===== src/logic/sptq_pkg.sv =====
// constants and types shared by the spi transmit queue and fault logic
// What this block does
// - transmit data is double buffered; controller starts queued byte right after the current one
// - data write loads buffer and clears tx_empty_flag; moving it to shifter sets it
// - finished byte goes to receive register and sets rx_full_flag; status then data read clears
// - without a new byte the shifter resends what it last held
// - idle end with empty buffer sets tx_empty_flag within two bus cycles of the load
// - a target mid-transfer loads the shifter only after the transfer completes
// - overrun_flag sets if receive data still unread at the seventh sample strobe
// - during overrun new bytes are dropped, rx_full_flag untouched, old byte kept
// - status read then data read clears overrun_flag
// - one irq: rx_full plus overrun and conflict gated by error_irq_enable
// - controller_select drives clock and mosi as outputs, else miso is the output
// - select_conflict_flag only sets while conflict_detect_enable; clearing enable keeps flag
// - controller select low: flag, irq, clear enable, set tx_empty, reset counter, release pins
// - target flags conflict when select rises during a transfer, framed per clock phase
// - phase 0 select then deselect flags conflict; phase 1 without clocks does not
// - conflict leaves controller_select; controller_select ignored while module disabled
// - target conflict only flags and requests irq; software may abort by disabling
// - deselected target floats miso and ignores every clock edge
// - status read with flag then control write clears conflict unless a conflict event hits in that same cycle
// - disabled: tx_empty set, transfer aborted, shifter and counter cleared, pins released
package sptq_pkg;
	localparam logic [7:0] ADDR_DATA = 8'h00;
	localparam logic [7:0] ADDR_STAT = 8'h04;
	localparam logic [7:0] ADDR_CTRL = 8'h08;
	localparam int         CTL_RXIE  = 7;
	localparam int         CTL_CSEL  = 5;
	localparam int         CTL_CLOCK_POLARITY_SELECT  = 4;
	localparam int         CTL_CLOCK_PHASE_SELECT  = 3;
	localparam int         CTL_EN    = 1;
	localparam int         ST_RXF    = 7;
	localparam int         ST_ERROR_IRQ_ENABLE  = 6;
	localparam int         ST_OVR    = 5;
	localparam int         ST_CONF   = 4;
	localparam int         ST_TXE    = 3;
	localparam int         ST_CDE    = 2;
	localparam logic [3:0] LAST_EDGE = 4'hf;
	localparam logic [2:0] OVR_SAMP  = 3'h6;
	localparam logic [7:0] HALF_DEF  = 8'h04;
	localparam logic       TXE_RST   = 1'b1;
	localparam logic       SS_RST    = 1'b1;

	typedef enum logic [1:0] {
		PH_IDLE = 2'b01,
		PH_BUSY = 2'b10
	} sptq_phase_e;

	typedef struct packed {
		logic rx_irq_en;
		logic err_irq_en;
		logic conf_det_en;
		logic csel;
		logic clock_polarity_select;
		logic clock_phase_select;
		logic en;
	} sptq_ctrl_s;

	typedef struct packed {
		logic ss_n;
		logic sck;
		logic mosi;
		logic miso;
	} sptq_pin_in_s;

	typedef struct packed {
		logic sck_o;
		logic sck_oe;
		logic mosi_o;
		logic mosi_oe;
		logic miso_o;
		logic miso_oe;
	} sptq_pin_out_s;

	typedef struct packed {
		sptq_ctrl_s  ctl;
		sptq_phase_e phase;
		logic        tx_empty;
		logic        rx_full;
		logic        overrun;
		logic        conflict;
		logic        buf_full;
		logic        arm_rx;
		logic        arm_ovr;
		logic        arm_conf;
		logic        sck_ff;
		logic        sck_prev;
		logic        ss_prev;
		logic        rx_latch;
		logic [7:0]  tx_buf;
		logic [7:0]  shift;
		logic [7:0]  rx_data;
		logic [7:0]  div_cnt;
		logic [3:0]  edge_cnt;
		logic [31:0] prdata;
	} sptq_state_s;
endpackage


===== src/logic/sptq_sync.sv =====
// two flop synchroniser for the serial pins
`timescale 1ns/100ps
`default_nettype none
module sptq_sync #(
	parameter int W = 4
) (
	input  wire logic         pclk,
	input  wire logic         presetn,
	input  wire logic [W-1:0] d,
	output var  logic [W-1:0] q
);
	genvar i;
	generate
		for (i = 0; i < W; i++) begin : g_bit
			logic meta_ff;
			always_ff @(posedge pclk or negedge presetn) begin
				if (!presetn) begin
					meta_ff <= 1'b1;
					q[i]    <= 1'b1;
				end else begin
					meta_ff <= d[i];
					q[i]    <= meta_ff;
				end
			end
		end
	endgenerate
endmodule
`default_nettype wire


===== src/logic/sptq_core.sv =====
// spi transmit queue, receive flags and select conflict logic with apb registers
`timescale 1ns/100ps
`default_nettype none
module sptq_core
	import sptq_pkg::*;
#(
	parameter logic [7:0] HALF_DIV = HALF_DEF
) (
	input  wire logic          pclk,
	input  wire logic          presetn,
	input  wire logic          psel,
	input  wire logic          penable,
	input  wire logic          pwrite,
	input  wire logic [7:0]    paddr,
	input  wire logic [31:0]   pwdata,
	output var  logic [31:0]   prdata,
	output var  logic          pready,
	output var  logic          pslverr,
	input  wire sptq_pin_in_s  pin_i,
	output var  sptq_pin_out_s pin_o,
	output var  logic          irq
);
	sptq_state_s  s;
	sptq_state_s  n;
	sptq_pin_in_s si;
	logic [3:0]   sync_q;

	sptq_sync #(
		.W(4)
	) u_sync (
		.pclk   (pclk),
		.presetn(presetn),
		.d      (pin_i),
		.q      (sync_q)
	);
	assign si = sptq_pin_in_s'(sync_q);

	logic       hit;
	logic       acc;
	logic       setup;
	logic       ctl_mode;
	logic       tgt_mode;
	logic       busy;
	logic       int_edge;
	logic       sck_new;
	logic       edge_ok;
	logic       lead;
	logic       samp;
	logic       shft;
	logic       last;
	logic       rx_bit;
	logic       ss_fall;
	logic       ss_rise;
	logic       conf_evt;
	logic       conf_cond;
	logic [7:0] rx_byte;
	logic [7:0] stat_val;
	logic [7:0] ctrl_val;
	logic [7:0] rd_val;

	assign hit   = (paddr == ADDR_DATA) || (paddr == ADDR_STAT) || (paddr == ADDR_CTRL);
	assign acc   = psel && penable;
	assign setup = psel && !penable;

	// controller_select means nothing while disabled
	assign ctl_mode = s.ctl.en && s.ctl.csel;
	assign tgt_mode = s.ctl.en && !s.ctl.csel;
	assign busy     = (s.phase == PH_BUSY);

	always_comb begin
		stat_val           = 8'h00;
		stat_val[ST_RXF]   = s.rx_full;
		stat_val[ST_ERROR_IRQ_ENABLE] = s.ctl.err_irq_en;
		stat_val[ST_OVR]   = s.overrun;
		stat_val[ST_CONF]  = s.conflict;
		stat_val[ST_TXE]   = s.tx_empty;
		stat_val[ST_CDE]   = s.ctl.conf_det_en;
		ctrl_val           = 8'h00;
		ctrl_val[CTL_RXIE] = s.ctl.rx_irq_en;
		ctrl_val[CTL_CSEL] = s.ctl.csel;
		ctrl_val[CTL_CLOCK_POLARITY_SELECT] = s.ctl.clock_polarity_select;
		ctrl_val[CTL_CLOCK_PHASE_SELECT] = s.ctl.clock_phase_select;
		ctrl_val[CTL_EN]   = s.ctl.en;
		case (paddr)
			ADDR_DATA: rd_val = s.rx_data;
			ADDR_STAT: rd_val = stat_val;
			ADDR_CTRL: rd_val = ctrl_val;
			default:   rd_val = 8'h00;
		endcase
	end

	always_comb begin
		n          = s;
		n.sck_prev = si.sck;
		n.ss_prev  = si.ss_n;
		ss_fall    = s.ss_prev && !si.ss_n;
		ss_rise    = !s.ss_prev && si.ss_n;
		rx_byte    = 8'h00;

		// register side first so that hardware sets below win over clears
		if (setup) begin
			n.prdata = {24'h000000, rd_val};
		end
		if (acc && hit && !pwrite) begin
			if (paddr == ADDR_STAT) begin
				n.arm_rx   = s.prdata[ST_RXF];
				n.arm_ovr  = s.prdata[ST_OVR];
				n.arm_conf = s.prdata[ST_CONF];
			end
			if (paddr == ADDR_DATA) begin
				if (s.arm_rx) begin
					n.rx_full = 1'b0;
				end
				if (s.arm_ovr) begin
					n.overrun = 1'b0;
				end
				n.arm_rx  = 1'b0;
				n.arm_ovr = 1'b0;
			end
		end

		// controller clock divider
		int_edge = ctl_mode && busy && (s.div_cnt == HALF_DIV - 8'h01);
		if (ctl_mode && busy) begin
			n.div_cnt = int_edge ? 8'h00 : s.div_cnt + 8'h01;
		end
		if (int_edge) begin
			n.sck_ff = !s.sck_ff;
		end
		sck_new = ctl_mode ? !s.sck_ff : si.sck;
		lead    = (sck_new != s.ctl.clock_polarity_select);
		rx_bit  = ctl_mode ? si.miso : si.mosi;

		// deselected target sees no edges; phase 0 target needs a select fall first
		if (ctl_mode) begin
			edge_ok = int_edge;
		end else begin
			edge_ok = tgt_mode && !si.ss_n && (si.sck != s.sck_prev) &&
				(busy || (s.ctl.clock_phase_select && lead));
		end
		samp = edge_ok && (s.ctl.clock_phase_select ? !lead : lead);
		shft = edge_ok && (s.ctl.clock_phase_select ? (lead && s.edge_cnt != 4'h0) : !lead);
		last = edge_ok && (s.edge_cnt == LAST_EDGE);

		// phase 0 target transfer opens on select fall
		if (tgt_mode && !busy && !s.ctl.clock_phase_select && ss_fall) begin
			n.phase    = PH_BUSY;
			n.edge_cnt = 4'h0;
		end

		if (edge_ok) begin
			n.phase    = PH_BUSY;
			n.edge_cnt = s.edge_cnt + 4'h1;
		end
		if (samp) begin
			n.rx_latch = rx_bit;
			if (s.edge_cnt[3:1] == OVR_SAMP && s.rx_full) begin
				n.overrun = 1'b1;
			end
		end
		if (shft) begin
			n.shift = {s.shift[6:0], s.rx_latch};
		end
		if (last) begin
			rx_byte    = s.ctl.clock_phase_select ? {s.shift[6:0], rx_bit} : {s.shift[6:0], s.rx_latch};
			// received byte stays in the shifter and goes out again if nothing is queued
			n.shift    = rx_byte;
			n.phase    = PH_IDLE;
			n.edge_cnt = 4'h0;
			if (!n.overrun) begin
				n.rx_data = rx_byte;
				n.rx_full = 1'b1;
			end
		end

		// buffer to shifter only between transfers
		if (s.ctl.en && !busy && s.buf_full) begin
			n.shift    = s.tx_buf;
			n.buf_full = 1'b0;
			n.tx_empty = 1'b1;
			if (ctl_mode) begin
				n.phase   = PH_BUSY;
				n.div_cnt = 8'h00;
			end
		end

		if (acc && hit && pwrite) begin
			if (paddr == ADDR_DATA && s.ctl.en) begin
				n.tx_buf   = pwdata[7:0];
				n.buf_full = 1'b1;
				n.tx_empty = 1'b0;
			end
			if (paddr == ADDR_STAT) begin
				n.ctl.err_irq_en  = pwdata[ST_ERROR_IRQ_ENABLE];
				n.ctl.conf_det_en = pwdata[ST_CDE];
			end
			if (paddr == ADDR_CTRL) begin
				n.ctl.rx_irq_en = pwdata[CTL_RXIE];
				n.ctl.csel      = pwdata[CTL_CSEL];
				n.ctl.clock_polarity_select      = pwdata[CTL_CLOCK_POLARITY_SELECT];
				n.ctl.clock_phase_select      = pwdata[CTL_CLOCK_PHASE_SELECT];
				n.ctl.en        = pwdata[CTL_EN];
			end
		end

		// conflict detection, only while enabled for it
		conf_evt  = s.ctl.conf_det_en &&
			((ctl_mode && !si.ss_n) || (tgt_mode && busy && ss_rise));
		conf_cond = conf_evt || (s.ctl.conf_det_en && ctl_mode && !si.ss_n);

		if (acc && hit && pwrite && paddr == ADDR_CTRL) begin
			if (s.arm_conf && !conf_cond) begin
				n.conflict = 1'b0;
			end
			n.arm_conf = 1'b0;
		end

		if (conf_evt) begin
			n.conflict = 1'b1;
			if (ctl_mode) begin
				// controller_select is kept so software can tell the two cases apart
				n.ctl.en = 1'b0;
			end
			// a target keeps running; software disables it to abort
		end

		// partial reset while disabled; control bits and sticky flags survive
		if (!n.ctl.en) begin
			n.tx_empty = 1'b1;
			n.buf_full = 1'b0;
			n.phase    = PH_IDLE;
			n.shift    = 8'h00;
			n.edge_cnt = 4'h0;
			n.div_cnt  = 8'h00;
			n.sck_ff   = n.ctl.clock_polarity_select;
		end else if (!busy && !ctl_mode) begin
			n.sck_ff = n.ctl.clock_polarity_select;
		end
	end

	always_ff @(posedge pclk or negedge presetn) begin
		if (!presetn) begin
			s          <= '0;
			s.phase    <= PH_IDLE;
			s.tx_empty <= TXE_RST;
			s.ss_prev  <= SS_RST;
		end else begin
			s <= n;
		end
	end

	assign prdata  = s.prdata;
	assign pready  = 1'b1;
	assign pslverr = acc && !hit;

	// pins go back to port control while disabled
	always_comb begin
		pin_o         = '0;
		pin_o.sck_o   = ctl_mode ? s.sck_ff : s.ctl.clock_polarity_select;
		pin_o.sck_oe  = ctl_mode;
		pin_o.mosi_o  = s.shift[7];
		pin_o.mosi_oe = ctl_mode;
		pin_o.miso_o  = s.shift[7];
		pin_o.miso_oe = tgt_mode && !si.ss_n;
	end

	// overrun and conflict share the single error enable
	assign irq = (s.rx_full && s.ctl.rx_irq_en) ||
		(s.ctl.err_irq_en && (s.overrun || s.conflict));
endmodule
`default_nettype wire


===== config.mk =====
export PLATFORM = sky130hd
export DESIGN_NAME = sptq_core
export DESIGN_NICKNAME = d
export VERILOG_FILES = /design/src/logic/sptq_pkg.sv /design/src/logic/sptq_sync.sv /design/src/logic/sptq_core.sv
export SDC_FILE = /design/constraint.sdc
export NUM_CORES = 1
export LEC_CHECK = 0
export BUFFER_PORTS_ARGS = -buffer_cell sky130_fd_sc_hd__buf_2
export CAP_MARGIN = 40
export CORE_UTILIZATION = 38
export CTS_CLUSTER_SIZE = 28
export DETAILED_ROUTE_END_ITERATION = 10
export GPL_TIMING_DRIVEN = 0
export SLEW_MARGIN = 20
export SYNTH_ARGS = -nofsm -noshare
export SYNTH_HDL_FRONTEND = slang
export SYNTH_SLANG_ARGS = --single-unit
export TNS_END_PERCENT = 10

===== constraint.sdc =====
create_clock -name pclk -period 4.21 [get_ports pclk]
set_input_delay 0.421 -clock pclk [delete_from_list [all_inputs] [get_ports pclk]]
set_output_delay 0.421 -clock pclk [all_outputs]
set_load 0.005 [all_outputs]

* Word level (Yosys, flattened, before mapping)
Index checks and enable logic that the tools add are counted.
** Operators by class
- Bitwise gates (word level) :: 1
- Reduce and logical (&&, ||, !) cells :: 71
- Equal/unequal tests :: 11
- Mux-type cells :: 55
- Add/subtract/negate cells :: 2
** Operators with widths (number)
- $mux 8 :: 8
- $logic_and 1x1->1 :: 38
- $mux 1 :: 29
- $pmux 8 s3 :: 1
- $mux 16 :: 1
- $mux 3 :: 5
- $mux 2 :: 7
- $reduce_and 2->1 :: 7
- $logic_not 1->1 :: 12
- $mux 12 :: 1
- $mux 4 :: 3
- $reduce_bool 2->1 :: 5
- $add 8x1->8 const B :: 1
- $eq 8x2->1 const B :: 1
- $eq 8x3->1 const B :: 1
- $eq 8x4->1 const B :: 1
- $logic_not 8->1 :: 1
- $ne 4x1->1 const B :: 2
- $logic_or 1x1->1 :: 7
- $add 4x1->4 const B :: 1
- $eq 4x4->1 const B :: 1
- $reduce_bool 4->1 :: 1
- $eq 3x3->1 const B :: 1
- $ne 3x1->1 const B :: 1
- 3 further kinds :: 4
** Word-level totals
- Flip-flop bits (word level) :: 73

* Depth between registers and ports, before layout
- Word-level depth :: 14
- Gate-level depth with buffers :: 10

* Hierarchy
Synthesis repeated with hierarchy kept, for this count alone.
** Second synthesis, totals
- Cells, all modules :: 362
- Area, all modules :: 3801.1 sq um
** Modules (own cells, without submodules)
- sptq_core :: cells an instance 354, instances 1, area an instance 3590.9 sq um
- sptq_sync :: cells an instance 8, instances 1, area an instance 210.2 sq um

* Least setup slack after synthesis
Ideal clock, no wire load.
- Kind :: reg2reg
- From :: register s[36] in the netlist's numbering
- To :: register s[44] in the netlist's numbering
- Data required time :: 4.085 ns
- Clock period less this slack :: 2.549 ns
- Cell stages (with the launch flop) :: 7
- Setup time :: 0.125 ns
- Arrival time :: 2.424 ns
- Path slack :: 1.661 ns
- Path through :: dfrtp_1 -> ha_1 -> or4b_1 -> or3_4 -> o21a_4 -> nor4b_4 -> mux2_2
** Between the ends
- Longest elaborated chain between the ends :: 7
** RTL lines
- from (decl) :: RTL line sptq_core.sv:23 : sptq_state_s s;
- from (signal assigned) :: RTL line sptq_core.sv:248 : s <= n;
- $eq 8x2->1 (*) :: RTL line sptq_core.sv:123 : int_edge = ctl_mode && busy && (s.div_cnt == HALF_DIV - 8'h01);
- $logic_and 1x1->1 (*) :: RTL line sptq_core.sv:123
- $mux 1 (*) :: RTL line sptq_core.sv:135 : if (ctl_mode) begin
- $logic_and 1x1->1 :: RTL line sptq_core.sv:141 : samp = edge_ok && (s.ctl.clock_phase_select ? !lead : lead);
- $mux 1 :: RTL line sptq_core.sv:155 : if (samp) begin
- $not 1->1 (no source line)
- $reduce_and 2->1 (no source line) (*)
Every way passes the cells marked *; elsewhere a longest branch is shown, timed or not.
A chain may end at the register's enable or synchronous reset.

* Worst setup path after layout
- From :: register s[36] in the netlist's numbering
- To :: register s[45] in the netlist's numbering
Same word-level chain as after synthesis.

==> impl_metrics.ini <==
[run_status]
status = complete, no violations

[routing]
ant_nets = 0
drt_iter0_drc = 173
drt-total-wl_microns = 8197
drt-pass1-iter-count = 6
viasPerCell = 4.942
avgRoutedWirePerCell_microns = 14.08
drc_errors = 0
vias = 2876

[sta]
fin_worst_skew_ns = 0.01405
setup_viol_count_final = 0
fin_ws_ns = 1.393
fin_hold_ws_ns = 0.1682
worst_pin_slew_ns = 0.6604
max_clock_freq_mhz = 355.0
slew_headroom = 0.5579
min_period_ns = 2.817
fin_tns_setup_ns = 0
grt_setup_unrepaired = no
slew_violations = 0
post-route-period-util = 0.6691
finalHoldViolations = 0

[layout]
finalNetCount = 497
final_cells = 582
n_antenna_cell = 0
area_growth_pct = 19.65
fill_cells = 970
drive_above_1_share = 0.2984

[worst_setup_path]
timing.critical_path.to_type = register
path_cells = ha_1 > or4b_1 > or3_4 > o21a_4 > nor4b_4 > mux2_2
cp.arrival_ns = 3.06
slowest_delay_ns = 0.63
cp_data_required_time_ns = 4.45
critical_path.max_fanout = 9
worstSetupPathType = reg -> reg
crit_path_start_kind = register
r2r_slack_ns = 1.39
cp_slowest_cell = nor4b_4

[synthesis]
synth_xor_area_frac = 0.004631
synth-simple-area-share = 0.1508
async_flop_share = 1.000
synth_top_cell_area_share = 0.4102
synthAdderAreaFrac = 0.01323
synth_area_leaders = dfrtp_1 41%, dfstp_2 7.6%, buf_4 7.3%, mux2_2 6.3%, mux2i_1 4.2%
avgSynthCellArea_sq_um = 10.28
synth_edf_count = 0
yosys.area.top_type = dfrtp_1
synth_ff_type = dfrtp_1
synth_mux_area_frac = 0.1049
yosysWarnings = 0
netlist_area_sq_mm = 0.003782
synthTopCellsByCount = 62 x dfrtp_1, 37 x buf_4, 31 x nand2_1, 30 x o21ai_0, 27 x nor2_1
synth_cell_type_count = 59
synth-seq-cells = 73
syn_inst = 368
synth_compound_area_frac = 0.1429
ys_seq_area_frac = 0.4866
synth_top_family_by_area = simple AND/OR/NAND/NOR gates
yosys.cell_count.top_type = dfrtp_1

[grt]
grt_pass1_vias = 2658
antenna_found_initial = 0
grt_start_max_net_pins = 46
grt_overflow = 0
grt_pass1_wl_microns = 13420
grt_use_total = 0.1713

[cts]
cts.hold.buffers_added = 1
cts_tree = yes
cts_made_buffers = 9
clk_pin_slew_ns = 0.08
root_buffer = clkbuf_8
insertion_delay_ns = 0.35
cts.sinks = 73
cts_buffer_depth = 2
ctsResizeCount = 0
htreeDepth = 3
cts_setup_buffers = 0

[placement]
hpwl_microns = 6051
dp_cells = 565
place_congestion = 0.8152
dpl_worst_slack_ns = 1.059
io_buffers = 40

[floorplan]
start_util = 0.3888
dieArea_sq_mm = 0.01036
die_h_microns = 101.8
rows = 36
core_sq_mm = 0.009729
die_w_microns = 101.8
io_pins = 90

[power_and_ir_drop]
p_leak_nw = 2.177
p_per_area_mw_per_mm2 = 403.5
ir_drop_mv = 0.2747

[hold_path]
hp-class = in -> reg

[run]
drv_cap = 0
## sequential cells by signal, indices dropped and copies added, names as in the netlist
signal,flops
s,51
prdata,8
u_sync.g_bit.meta_ff,4
ctrl_val,5
u_sync.q,4
pin_o,1
## cell type report
class                      instances  area [sq um]  area share
timing repair buffer              42         240.2     0.05308
inverter                          10         37.54    0.008294
multi-input combinational        260          1669      0.3688
clock buffer                       9         123.9     0.02737
clock inverter                     7         126.4     0.02792
buffer                            48         321.6     0.07105
sequential                        73          1841      0.4067
tap                              133         166.4     0.03677
## through the flow
stage | area [sq um] | total power (W) | util
2_1_floorplan | 3869 | 0.001038 | -
3_3_place_gp | 4235 | 0.001136 | 0.4353
3_5_place_dp | 4265 | 0.001147 | 0.4384
4_1_cts | 4526 | 0.001837 | 0.4651
5_1_grt | 4526 | 0.001913 | 0.4651
6_report | 4526 | 0.001826 | 0.4651
## cell families (layout without fill, tap and decap cells)
family	Yosys count	count (layout)
flip-flops	73	73
XOR/XNOR	2	2
multiplexers	37	37
AND/OR/NAND/NOR	109	109
buffers and inverters	58	116
other	2	25
adder cells (fa/ha/maj)	4	4
AO/OA/AOI/OAI	83	83
## final timing paths
kind                       depth (start not counted)                       to                    start
max in group asynchronous                          3              u_sync.q[0]                  presetn
hold / removal                                     1  u_sync.g_bit[0].meta_ff                 pin_i[0]
min in group asynchronous                          2                prdata[0]                  presetn
setup / recovery                                   6                    s[45]                    s[36]
hold reg to reg                                    0              u_sync.q[2]  u_sync.g_bit[2].meta_ff
setup reg to reg                                   6                    s[45]                    s[36]
## worst max-delay path, delay by kind of cell (launching register included)
| kind | cells | cell delay (ns) |
|---|---|---|
| and+or+nand+nor | 3 | 1.46 |
| muxes | 1 | 0.40 |
| DFF | 1 | 0.38 |
| AOI/OAI and AO/OA | 1 | 0.24 |
| adders and majority gates | 1 | 0.21 |
## layout by cell type, fill, tap and decap left out, types with 8 or more instances in the layout
cell type / n
nand2_1: 31
clkbuf_8: 9
mux2i_1: 16
nor2_1: 27
dfrtp_1: 62
inv_1: 9
nand3_1: 8
dfstp_2: 11
a21oi_1: 18
conb_1: 25
o21ai_0: 30
mux2_2: 21
buf_4: 38
buf_2: 41
## routing by layer
| layer | vias to the layer above | wire, microns | global-route usage |
|---|---|---|---|
| met4 | 0 | 122 | 0.07135 |
| li1 | 1415 | - | - |
| met3 | 9 | 308 | 0.02761 |
| met1 | 1388 | 3938 | 0.2413 |
| met2 | 64 | 3828 | 0.2625 |
| met5 | - | 0 | 0 |
## report_power, final
group	switching, W	internal (W)
Clock	0.000285	0.000401
Combinational	0.000159	0.000149
Sequential	0.0000602	0.000771
Note: power is estimated with default switching activity, not from simulation.
